<file path="src/inc/interval_timer_pkg.sv">
// constants and types shared by the interval timer files
`default_nettype none
package interval_timer_pkg;
    localparam logic [7:0] ADDR_TIMER_COMMAND = 8'h10;
    localparam logic [7:0] ADDR_COUNT_LOW = 8'h14;
    localparam logic [7:0] ADDR_COUNT_HIGH_WAVE = 8'h15;
    localparam int COUNT_WIDTH = 14;
    localparam int CMD_MSB = 7;
    localparam int CMD_LSB = 6;
    localparam int WAVE_MSB = 7;
    localparam int WAVE_LSB = 6;
    localparam int HIGH_COUNT_MSB = 5;
    localparam int TICK_DIVIDE = 10;
    localparam int MASTER_CLOCK_KHZ = 3072;
    localparam int TICK_RATE_HZ = 307200;
    localparam int SYS_CLOCK_MHZ = 250;
    localparam int MASTER_DIVIDE = (SYS_CLOCK_MHZ * 1000) / MASTER_CLOCK_KHZ;
    localparam logic [13:0] COUNT_RESET = 14'h0000;
    localparam logic [13:0] COUNT_MIN = 14'h0002;
    localparam logic [13:0] COUNT_MAX = 14'h3FFF;
    typedef enum logic [1:0]
    {
        CMD_NOP,
        CMD_STOP,
        CMD_STOP_AT_TC,
        CMD_START
    } timer_cmd_t;
    typedef enum logic [1:0]
    {
        WAVE_SINGLE_SQUARE,
        WAVE_CONT_SQUARE,
        WAVE_SINGLE_PULSE,
        WAVE_RELOAD_PULSE
    } wave_mode_t;
endpackage : interval_timer_pkg
`default_nettype wire

</file>
<file path="src/verilog/divide_by_ten_stage.sv">
// clock-enable divider: one tick every DIVIDE input strobes
`default_nettype none
module divide_by_ten_stage
    import interval_timer_pkg::*;
#(
    parameter int DIVIDE = TICK_DIVIDE
)
(
    input wire logic sys_clk,
    input wire logic reset,
    input wire logic strobeIn,
    output logic tickOut
);
    logic [7:0] count_ff;
    logic [7:0] nxt_count;
    logic tick_ff;
    logic nxt_tick;

    always_comb
    begin
        nxt_count = count_ff;
        nxt_tick = 1'b0;
        if (strobeIn)
        begin
            if (count_ff == 8'(DIVIDE - 1))
            begin
                nxt_count = 8'h00;
                nxt_tick = 1'b1;
            end
            else
            begin
                nxt_count = count_ff + 8'h01;
            end
        end
    end

    always_ff @(posedge sys_clk)
    begin
        if (reset)
        begin
            count_ff <= 8'h00;
            tick_ff <= 1'b0;
        end
        else
        begin
            count_ff <= nxt_count;
            tick_ff <= nxt_tick;
        end
    end

    assign tickOut = tick_ff;
endmodule : divide_by_ten_stage
`default_nettype wire

</file>
<file path="src/verilog/timer_host_port.sv">
// byte write port: decodes the three timer registers
`default_nettype none
module timer_host_port
    import interval_timer_pkg::*;
(
    input wire logic sys_clk,
    input wire logic reset,
    input wire logic ioWrite,
    input wire logic [7:0] ioAddr,
    input wire logic [7:0] ioData,
    output logic cmdWrite,
    output logic [1:0] cmdCode,
    output logic [7:0] lowByte,
    output logic [7:0] highByte,
    output logic lengthWrite
);
    logic [7:0] low_ff;
    logic [7:0] nxt_low;
    logic [7:0] high_ff;
    logic [7:0] nxt_high;

    always_comb
    begin
        nxt_low = low_ff;
        nxt_high = high_ff;
        cmdWrite = 1'b0;
        lengthWrite = 1'b0;
        if (ioWrite && ioAddr == ADDR_TIMER_COMMAND)
        begin
            cmdWrite = 1'b1;
        end
        else if (ioWrite && ioAddr == ADDR_COUNT_LOW)
        begin
            nxt_low = ioData;
        end
        else if (ioWrite && ioAddr == ADDR_COUNT_HIGH_WAVE)
        begin
            nxt_high = ioData;
            lengthWrite = 1'b1;
        end
    end

    always_ff @(posedge sys_clk)
    begin
        if (reset)
        begin
            low_ff <= 8'h00;
            high_ff <= 8'h00;
        end
        else
        begin
            low_ff <= nxt_low;
            high_ff <= nxt_high;
        end
    end

    // only the top two bits steer the timer
    assign cmdCode = ioData[CMD_MSB:CMD_LSB];
    assign lowByte = low_ff;
    assign highByte = high_ff;
endmodule : timer_host_port
`default_nettype wire

</file>
<file path="src/verilog/programmable_interval_timer.sv">
// interval timer top: count, command modes and output waveforms
//
// Functional notes
// 14-bit down counter, flags terminal count
// software loads lengths from 2 to 3FFF
// command 0 changes nothing
// command 1 stops a running counter now
// command 2 stops at next terminal count
// command 3 loads and starts, or defers
// wave 0: high first half, low second
// wave 1: continuous square, reloads each time
// wave 2: one pulse, no reload
// wave 3: pulse each terminal count, reload
// command register at address 10
// low count byte at address 14
// high count bits and wave at 15
// length may be rewritten while counting
// output feeds host interrupt; count readable
// tick is master clock divided by ten
// speaker is timer output AND serial bit
// single-shot and reload both supported
// command in top two register bits
// wave bits 7:6, count bits 5:0
// reset leaves timer stopped and cleared
`default_nettype none
module programmable_interval_timer
    import interval_timer_pkg::*;
#(
    parameter int WIDTH = COUNT_WIDTH,
    parameter int MASTER_DIV = MASTER_DIVIDE
)
(
    input wire logic sys_clk,
    input wire logic reset,
    input wire logic ioWrite,
    input wire logic [7:0] ioAddr,
    input wire logic [7:0] ioData,
    input wire logic processor_serial_out_bit,
    output logic timerOut,
    output logic timerInterrupt,
    output logic speakerDrive,
    output logic running,
    output logic [WIDTH-1:0] currentCount
);
    // ----------------------------------------
    // tick generation
    // ----------------------------------------
    logic [7:0] mdiv_ff;
    logic [7:0] nxt_mdiv;
    logic masterStrobe;
    logic timerTick;
    logic cmdWrite;
    logic lengthWrite;
    logic [1:0] cmdCode;
    logic [7:0] lowByte;
    logic [7:0] highByte;

    // board_master_clock stand-in derived from sys_clk
    always_comb
    begin
        masterStrobe = (mdiv_ff == 8'(MASTER_DIV - 1));
        nxt_mdiv = masterStrobe ? 8'h00 : mdiv_ff + 8'h01;
    end

    always_ff @(posedge sys_clk)
    begin
        if (reset)
        begin
            mdiv_ff <= 8'h00;
        end
        else
        begin
            mdiv_ff <= nxt_mdiv;
        end
    end

    divide_by_ten_stage #(.DIVIDE(TICK_DIVIDE)) i_divide_by_ten_stage
    (
        .sys_clk(sys_clk),
        .reset(reset),
        .strobeIn(masterStrobe),
        .tickOut(timerTick)
    );

    timer_host_port i_timer_host_port
    (
        .sys_clk(sys_clk),
        .reset(reset),
        .ioWrite(ioWrite),
        .ioAddr(ioAddr),
        .ioData(ioData),
        .cmdWrite(cmdWrite),
        .cmdCode(cmdCode),
        .lowByte(lowByte),
        .highByte(highByte),
        .lengthWrite(lengthWrite)
    );

    // ----------------------------------------
    // length rewrite, applied once the high byte has landed
    // ----------------------------------------
    logic lenUpdate_ff;
    logic nxt_lenUpdate;

    always_comb
    begin
        nxt_lenUpdate = lengthWrite;
    end

    always_ff @(posedge sys_clk)
    begin
        if (reset)
        begin
            lenUpdate_ff <= 1'b0;
        end
        else
        begin
            lenUpdate_ff <= nxt_lenUpdate;
        end
    end

    // ----------------------------------------
    // counter state
    // ----------------------------------------
    logic [WIDTH-1:0] count_ff;
    logic [WIDTH-1:0] nxt_count;
    logic [WIDTH-1:0] length_ff;
    logic [WIDTH-1:0] nxt_length;
    wave_mode_t wave_ff;
    wave_mode_t nxt_wave;
    logic run_ff;
    logic nxt_run;
    logic stopAtTc_ff;
    logic nxt_stopAtTc;
    logic pendStart_ff;
    logic nxt_pendStart;
    logic out_ff;
    logic nxt_out;
    logic [WIDTH-1:0] progLength;
    wave_mode_t progWave;
    logic terminal;
    logic [WIDTH-1:0] half;

    // ----------------------------------------
    // wave decoding
    // ----------------------------------------
    function automatic logic is_square_wave(input wave_mode_t mode);
        return mode == WAVE_SINGLE_SQUARE || mode == WAVE_CONT_SQUARE;
    endfunction : is_square_wave

    function automatic logic is_pulse_wave(input wave_mode_t mode);
        return mode == WAVE_SINGLE_PULSE || mode == WAVE_RELOAD_PULSE;
    endfunction : is_pulse_wave

    assign progLength = {highByte[HIGH_COUNT_MSB:0], lowByte};
    assign progWave = wave_mode_t'(highByte[WAVE_MSB:WAVE_LSB]);
    assign terminal = run_ff && timerTick && (count_ff == {{(WIDTH-1){1'b0}}, 1'b1});
    assign half = length_ff >> 1;

    always_comb
    begin
        nxt_count = count_ff;
        nxt_length = length_ff;
        nxt_wave = wave_ff;
        nxt_run = run_ff;
        nxt_stopAtTc = stopAtTc_ff;
        nxt_pendStart = pendStart_ff;
        nxt_out = out_ff;
        if (run_ff && timerTick)
        begin
            nxt_count = count_ff - {{(WIDTH-1){1'b0}}, 1'b1};
            if (is_square_wave(wave_ff))
            begin
                if (count_ff == half + {{(WIDTH-1){1'b0}}, 1'b1})
                begin
                    nxt_out = 1'b0;
                end
            end
        end
        if (terminal)
        begin
            nxt_out = 1'b0;
            nxt_count = length_ff;
            if (is_pulse_wave(wave_ff))
            begin
                nxt_out = 1'b1;
            end
            if (wave_ff == WAVE_CONT_SQUARE)
            begin
                nxt_out = 1'b1;
            end
            if (wave_ff == WAVE_SINGLE_SQUARE || wave_ff == WAVE_SINGLE_PULSE)
            begin
                nxt_run = 1'b0;
            end
            if (stopAtTc_ff)
            begin
                nxt_run = 1'b0;
                nxt_stopAtTc = 1'b0;
            end
            if (pendStart_ff)
            begin
                // deferred start takes the programmed values
                nxt_length = progLength;
                nxt_wave = progWave;
                nxt_count = progLength;
                nxt_run = 1'b1;
                nxt_pendStart = 1'b0;
                nxt_stopAtTc = 1'b0;
                nxt_out = 1'b1;
            end
        end
        else if (run_ff && timerTick && out_ff && is_pulse_wave(wave_ff))
        begin
            nxt_out = 1'b0;
        end
        if (!run_ff && (wave_ff == WAVE_SINGLE_PULSE) && timerTick)
        begin
            nxt_out = 1'b0;
        end
        if (lenUpdate_ff && run_ff)
        begin
            nxt_length = progLength;
        end
        if (cmdWrite)
        begin
            case (timer_cmd_t'(cmdCode))
                CMD_NOP:
                begin
                    nxt_run = nxt_run;
                end
                CMD_STOP:
                begin
                    if (run_ff)
                    begin
                        nxt_run = 1'b0;
                        nxt_pendStart = 1'b0;
                        nxt_stopAtTc = 1'b0;
                    end
                end
                CMD_STOP_AT_TC:
                begin
                    if (run_ff)
                    begin
                        nxt_stopAtTc = 1'b1;
                    end
                end
                CMD_START:
                begin
                    if (run_ff)
                    begin
                        nxt_pendStart = 1'b1;
                    end
                    else
                    begin
                        nxt_length = progLength;
                        nxt_wave = progWave;
                        nxt_count = progLength;
                        nxt_run = 1'b1;
                        nxt_out = is_square_wave(progWave);
                    end
                end
                default:
                begin
                    nxt_run = nxt_run;
                end
            endcase
        end
    end

    always_ff @(posedge sys_clk)
    begin
        if (reset)
        begin
            count_ff <= COUNT_RESET;
            length_ff <= COUNT_RESET;
            wave_ff <= WAVE_SINGLE_SQUARE;
            run_ff <= 1'b0;
            stopAtTc_ff <= 1'b0;
            pendStart_ff <= 1'b0;
            out_ff <= 1'b0;
        end
        else
        begin
            count_ff <= nxt_count;
            length_ff <= nxt_length;
            wave_ff <= nxt_wave;
            run_ff <= nxt_run;
            stopAtTc_ff <= nxt_stopAtTc;
            pendStart_ff <= nxt_pendStart;
            out_ff <= nxt_out;
        end
    end

    // ----------------------------------------
    // outputs
    // ----------------------------------------
    assign timerOut = out_ff;
    assign timerInterrupt = out_ff;
    assign speakerDrive = out_ff & processor_serial_out_bit;
    assign running = run_ff;
    assign currentCount = count_ff;
endmodule : programmable_interval_timer
`default_nettype wire

</file>
<file path="config.mk">
export PLATFORM = sky130hd
export DESIGN_NAME = programmable_interval_timer
export DESIGN_NICKNAME = d
export VERILOG_FILES = /design/src/inc/interval_timer_pkg.sv /design/src/verilog/divide_by_ten_stage.sv /design/src/verilog/timer_host_port.sv /design/src/verilog/programmable_interval_timer.sv
export SDC_FILE = /design/constraint.sdc
export NUM_CORES = 1
export LEC_CHECK = 0
export BUFFER_PORTS_ARGS = -buffer_cell sky130_fd_sc_hd__buf_2
export CORE_MARGIN = 2
export CORE_UTILIZATION = 50
export DETAILED_ROUTE_END_ITERATION = 12
export PLACE_DENSITY = 0.75
export SYNTH_ARGS = -nofsm -noshare
export SYNTH_HDL_FRONTEND = slang
export SYNTH_SLANG_ARGS = --single-unit
</file>
<file path="constraint.sdc">
create_clock -name sys_clk -period 2.84 [get_ports sys_clk]
set_input_delay 0.284 -clock sys_clk [delete_from_list [all_inputs] [get_ports sys_clk]]
set_output_delay 0.284 -clock sys_clk [all_outputs]
set_load 0.05 [all_outputs]
</file>
# ---- After elaboration in Yosys (flattened, before gate mapping)
# Index checks and enable logic that the tools add are counted.
dict set report totals {
  romBits 0
  out_inout_bits 18
  reg_bits 68
  memories 0
  mem_bits_rw 0
  latch_bits 0
}
dict set report op_classes {
  reduce_logical 22
  n_mux 50
  div_mod_pow 0
  n_lt_le_gt_ge 0
  eq_ne 14
  n_shift 0
  multipliers 0
  addsub 4
  bitwise 4
}
# operator n
set op_table {}
lappend op_table {{14-bit two-way mux} 11}
lappend op_table {{1-bit two-way mux} 30}
lappend op_table {{8-bit by 5-bit == test with 1-bit output, second input constant} 3}
lappend op_table {{8-bit by 1-bit adder with 8-bit output, second input constant} 2}
lappend op_table {{13-bit by 1-bit adder with 14-bit output, second input constant} 1}
lappend op_table {{14-bit by 1-bit == test with 1-bit output, second input constant} 1}
lappend op_table {{14-bit == test} 1}
lappend op_table {{14-bit by 1-bit subtractor with 14-bit output, second input constant} 1}
lappend op_table {{1-bit logical AND} 10}
lappend op_table {{2-bit two-way mux} 5}
lappend op_table {{2-bit == test, second input constant} 4}
lappend op_table {{8-bit by 4-bit == test with 1-bit output, second input constant} 1}
lappend op_table {{8-bit by 7-bit == test with 1-bit output, second input constant} 1}
lappend op_table {{8-bit two-way mux} 1}
lappend op_table {{2-bit by 1-bit == test with 1-bit output, second input constant} 3}
lappend op_table {{1-bit one-hot mux with 2 select lines} 3}
lappend op_table {{2-bit zero test} 2}
lappend op_table {{1-bit logical OR} 4}
lappend op_table {{2-bit OR reduction} 2}
lappend op_table {{1-bit inverter} 3}
lappend op_table {{3-bit AND reduction} 1}
lappend op_table {{3-bit OR reduction} 1}
lappend op_table {{2-bit AND reduction} 1}
lappend op_table {{1-bit bitwise AND} 1}
lappend op_table {{1-bit zero test} 1}

# ---- Depth between registers and ports, before layout
dict set report logic_depth {
  word_depth 11
  ltp_mapped 9
  ltp_nobuf 8
}

# ---- Hierarchy
# From an unflattened synthesis, not the netlist that was laid out.
dict set report hier_totals {
  hier_cells 471
  hier_area_um2 4020.1
}
# mod area_each_um2 instances cells_per_inst seq_area_each_um2
set modules_own_cells {}
lappend modules_own_cells {programmable_interval_timer 2856.5 1 357 860.8}
lappend modules_own_cells {timer_host_port 742.0 1 70 320.3}
lappend modules_own_cells {divide_by_ten_stage 421.7 1 44 180.2}

# ---- Least setup slack after synthesis
# OpenSTA, ideal clock, no wires.
dict set report synth_timing {
  path_kind {reg-to-reg}
  from {register run_ff (netlist: running)}
  to {register out_ff (netlist: timerInterrupt)}
  setup_time_ns 0.138
  arrival_time_ns 2.049
  path_slack_ns 0.652
  path_stages_with_launch 8
  period_less_slack_ns 2.188
  required_ns 2.702
  cell_sequence {dfxtp_1 buf_2 nand2_1 or4_1 nor3_1 o2111ai_1 nor3_1 a211oi_1}
}
dict set report synth_between {
  elab_chain_cells 9
  word_cells_on_any_way 14
}
# element line
set synth_rtl {}
lappend synth_rtl {{start, declared} programmable_interval_timer.sv:131} ;# logic run_ff;
lappend synth_rtl {{start signal, assigned} programmable_interval_timer.sv:288} ;# run_ff <= nxt_run;
lappend synth_rtl {{1-bit logical AND} {programmable_interval_timer.sv:157, programmable_interval_timer.sv:169, programmable_interval_timer.sv:213}}
lappend synth_rtl {{1-bit logical AND (2 in series)} programmable_interval_timer.sv:213} ;# else if (run_ff && timerTick && out_ff && is_pulse_wave(wave_ff))
lappend synth_rtl {{1-bit two-way mux} programmable_interval_timer.sv:213}
lappend synth_rtl {{1-bit two-way mux} programmable_interval_timer.sv:180} ;# if (terminal)
lappend synth_rtl {{1-bit two-way mux} programmable_interval_timer.sv:217} ;# if (!run_ff && (wave_ff == WAVE_SINGLE_PULSE) && timerTick)
lappend synth_rtl {{1-bit two-way mux} programmable_interval_timer.sv:250} ;# if (run_ff)
lappend synth_rtl {{1-bit two-way mux} programmable_interval_timer.sv:227} ;# case (timer_cmd_t'(cmdCode))
lappend synth_rtl {{1-bit two-way mux (*)} programmable_interval_timer.sv:225} ;# if (cmdWrite)
lappend synth_rtl {{end signal, assigned} programmable_interval_timer.sv:291} ;# out_ff <= nxt_out;
lappend synth_rtl {{end, declared} programmable_interval_timer.sv:137} ;# logic out_ff;
# Mark *: on every way between the ends. The rest lies on a longest branch, timed or not.
# A chain may end at the register's enable or synchronous reset.

# ---- Final worst setup path
dict set report layout_timing {
  from {register count_ff[8] (netlist: currentCount[8])}
  to {register count_ff[1] (netlist: currentCount[1])}
}
dict set report layout_between {
  elab_chain_cells 6
}
# element line
set layout_rtl {}
lappend layout_rtl {{start, declared} programmable_interval_timer.sv:125} ;# logic [WIDTH-1:0] count_ff;
lappend layout_rtl {{start signal, assigned} programmable_interval_timer.sv:285} ;# count_ff <= nxt_count;
lappend layout_rtl {{14-bit by 1-bit == test with 1-bit output (*)} programmable_interval_timer.sv:157} ;# assign terminal = run_ff && timerTick && (count_ff == {{(WIDTH-1){1'b0}}, 1'b1});
lappend layout_rtl {{1-bit logical AND (*)} programmable_interval_timer.sv:157}
lappend layout_rtl {{14-bit two-way mux (*)} programmable_interval_timer.sv:180}
lappend layout_rtl {{14-bit two-way mux} programmable_interval_timer.sv:250}
lappend layout_rtl {{14-bit two-way mux} programmable_interval_timer.sv:227}
lappend layout_rtl {{14-bit two-way mux (*)} programmable_interval_timer.sv:225}
# Marks and branches as above.

==> results_dict.tcl <==
set metrics [dict create \
    area_growth_pct 11.5 \
    crit_chain "nor4_4 > nand4_4 > or3_1 > o211ai_1 > o31ai_1 > a211oi_1" \
    antenna_left 0 \
    wl_mm 9.12 \
    slowest_delay_ps 670 \
    synthFlopType "dfxtp_1" \
    fin_ws_ps 520 \
    worst_pin_slew_ps 643 \
    gp_congestion 0.889 \
    grt_antenna_before_repair 0 \
    cts_made_buffers 9 \
    clock_sinks 68 \
    power.leakage_nw 1.72 \
    drive_above_1_share 0.152 \
    synth_area_leaders "dfxtp_1, nor2_1, nand2_1" \
    cts_tree "done" \
    synth_area_per_cell_um2 8.07 \
    vias 3442 \
    setup.worst_path.start "currentCount[8]" \
    cp-start-kind "flop" \
    cap_violations 0 \
    grt_max_degree 26 \
    hold_class "in2reg" \
    drv_slew 0 \
    crit_buf_inv 0 \
    drc 0 \
    min_period_ps 2320 \
    htreeDepth 3 \
    slew_headroom 0.569 \
    port_buffers 37 \
    setup-violations-final 0 \
    critPathMaxFanout 17 \
    synthArstFlopShare 0 \
    drtIter0Drc 274 \
    postCtsSetupBuffers 0 \
    fmax_mhz 431 \
    vdd_drop_max_v 0.000304 \
    rr_worst_depth 6 \
    worstReg2RegEnd "currentCount[1]" \
    final_nets 526 \
    antennaDiodeCount 0 \
    viasPerCell 5.74 \
    grt_pass1_vias 3130 \
    endpoint_kind "flop" \
    wl_per_cell_um 15.2 \
    r2r_slack_ps 520 \
    arrival_ps 2570 \
    grt-ovfl-total 0 \
    die_area_mm2 0.00826 \
    cts_hold_buf 0 \
    dr.pass1.iters 5 \
    synth_area_mm2 0.00377 \
    rows 31 \
    synth_cells 468 \
    critPathKind "reg2reg" \
    grtUsageTotal 0.225 \
    yosysTopAreaCell "dfxtp_1" \
    finalCritPeriodShare 0.817 \
    initial_core_util 0.518 \
    crit_cells 6 \
    cp_top_family "simple AND/OR/NAND/NOR gates" \
    crit_slowest_cell "or3_1" \
    fp.dieW_um 90.9 \
    yosys-top-cells-count "nor2_1, dfxtp_1, nand2_1" \
    synth_top_area_frac 0.361 \
    cts_root_buf "clkbuf_8" \
    grt_setup_unrepaired "no" \
    core-area_mm2 0.00729 \
    synth_edf_count 0 \
    ys_seq_elements 68 \
    ioPinCount 38 \
    grt_pass1_wl_mm 15.0 \
    place_hpwl_mm 6.88 \
    die_h_um 90.9 \
    clock_latency_ps 350 \
    cts_resized 0 \
    crit_required_ps 3090 \
    rr_startpoint "currentCount[8]" \
    p_per_area_mw_per_mm2 437 \
    fin_skew_ps 12.1 \
    ys_seq_area_frac 0.361 \
    hold_viol 0 \
    ys_types 53 \
    synth_most_common_cell "nor2_1" \
    cts_buffer_depth 2 \
    clk_pin_slew_ps 90 \
    setup-tns-final_ps 0 \
    syn-num-nets 498 \
    status "finished clean" \
    ys_warn_count 0 \
    critPathCapture "currentCount[1]" \
    post-place-ws_ps 557 \
]
-- routing by layer --
metal,GRT usage,wire [µm]
met2,0.359,4210
met4,0.0871,250
met3,0.0609,589
met5,0,0
met1,0.291,4070
-- logic make-up after synthesis --
kind of cell	share of synthesized area
AO/OA/AOI/OAI	0.147
XOR/XNOR	0.0812
adder cells (fa/ha/maj)	0.0331
buffers and inverters	0.0504
flip-flops	0.361
multiplexers	0.0477
AND/OR/NAND/NOR	0.280
-- per-stage QoR --
stage               instance area (µm²)  total power (W)  hold slack, ps  utilization  cells
finish                             4210          0.00184             190        0.577    600
global route                       4210          0.00190             196        0.577    600
CTS                                4210          0.00186             178        0.577    600
detailed placement                 4000          0.00104             453        0.549    584
global placement                   4000          0.00104             447        0.549    584
floorplan                          3770          0.00101             428            -    468
-- worst register-to-register path: stages (launching register included) --
cell and delay (ps):
dfxtp_1 410, nor4_4 360, nand4_4 190, or3_1 670, o211ai_1 220, o31ai_1 90, a211oi_1 290
-- flip-flops by register name (all words and copies together) (netlist names) --
name and cells:
currentCount 14, i_divide_by_ten_stage.count_ff 8, i_divide_by_ten_stage.tickOut 1, i_timer_host_port.highByte 8, i_timer_host_port.lowByte 8, lenUpdate_ff 1
length_ff 14, mdiv_ff 8, pendStart_ff 1, running 1, stopAtTc_ff 1, timerInterrupt 1
wave_ff 2
-- area by class of cell --
type	count	area, µm²
Timing Repair Buffer	45	245
Sequential cell	68	1360
Tap cell	99	124
Fill cell	701	3080
Clock inverter	7	82.6
Multi-Input combinational cell	359	2220
Inverter	13	48.8
Clock buffer	9	124
-- power breakdown --
group,leakage [nW],internal (W),switching [W]
sequential,0.548,0.000957,0.00000454
combinational,1.06,0.0000221,0.0000346
clock,0.105,0.000419,0.000401
total,1.72,0.00140,0.000440
-- how the worst min path moves through the flow --
| stage | from | endpoint | slack [ps] | depth (start not counted) |
|---|---|---|---|---|
| 6_report | ioData[4] | i_timer_host_port.highByte[4] | 190 | 3 |
| 5_1_grt | ioData[4] | i_timer_host_port.highByte[4] | 200 | 3 |
| 4_1_cts | ioData[4] | i_timer_host_port.highByte[4] | 180 | 3 |
| 3_5_place_dp | length_ff[0] | length_ff[0] | 450 | 2 |
| 3_3_place_gp | length_ff[0] | length_ff[0] | 450 | 2 |
| 2_1_floorplan | ioData[0] | i_timer_host_port.highByte[0] | 430 | 2 |
-- cell usage in the layout, fill, tap and decap left out, drive strengths merged, types with 16 or more instances in the layout --
| cell | count |
|---|---|
| nor2 | 70 |
| dfxtp | 68 |
| nand2 | 56 |
| buf | 45 |
| a21oi | 31 |
| xor2 | 20 |
| nand3 | 18 |
| mux2i | 18 |
| inv | 16 |
Power figures use the tool's default switching activity.
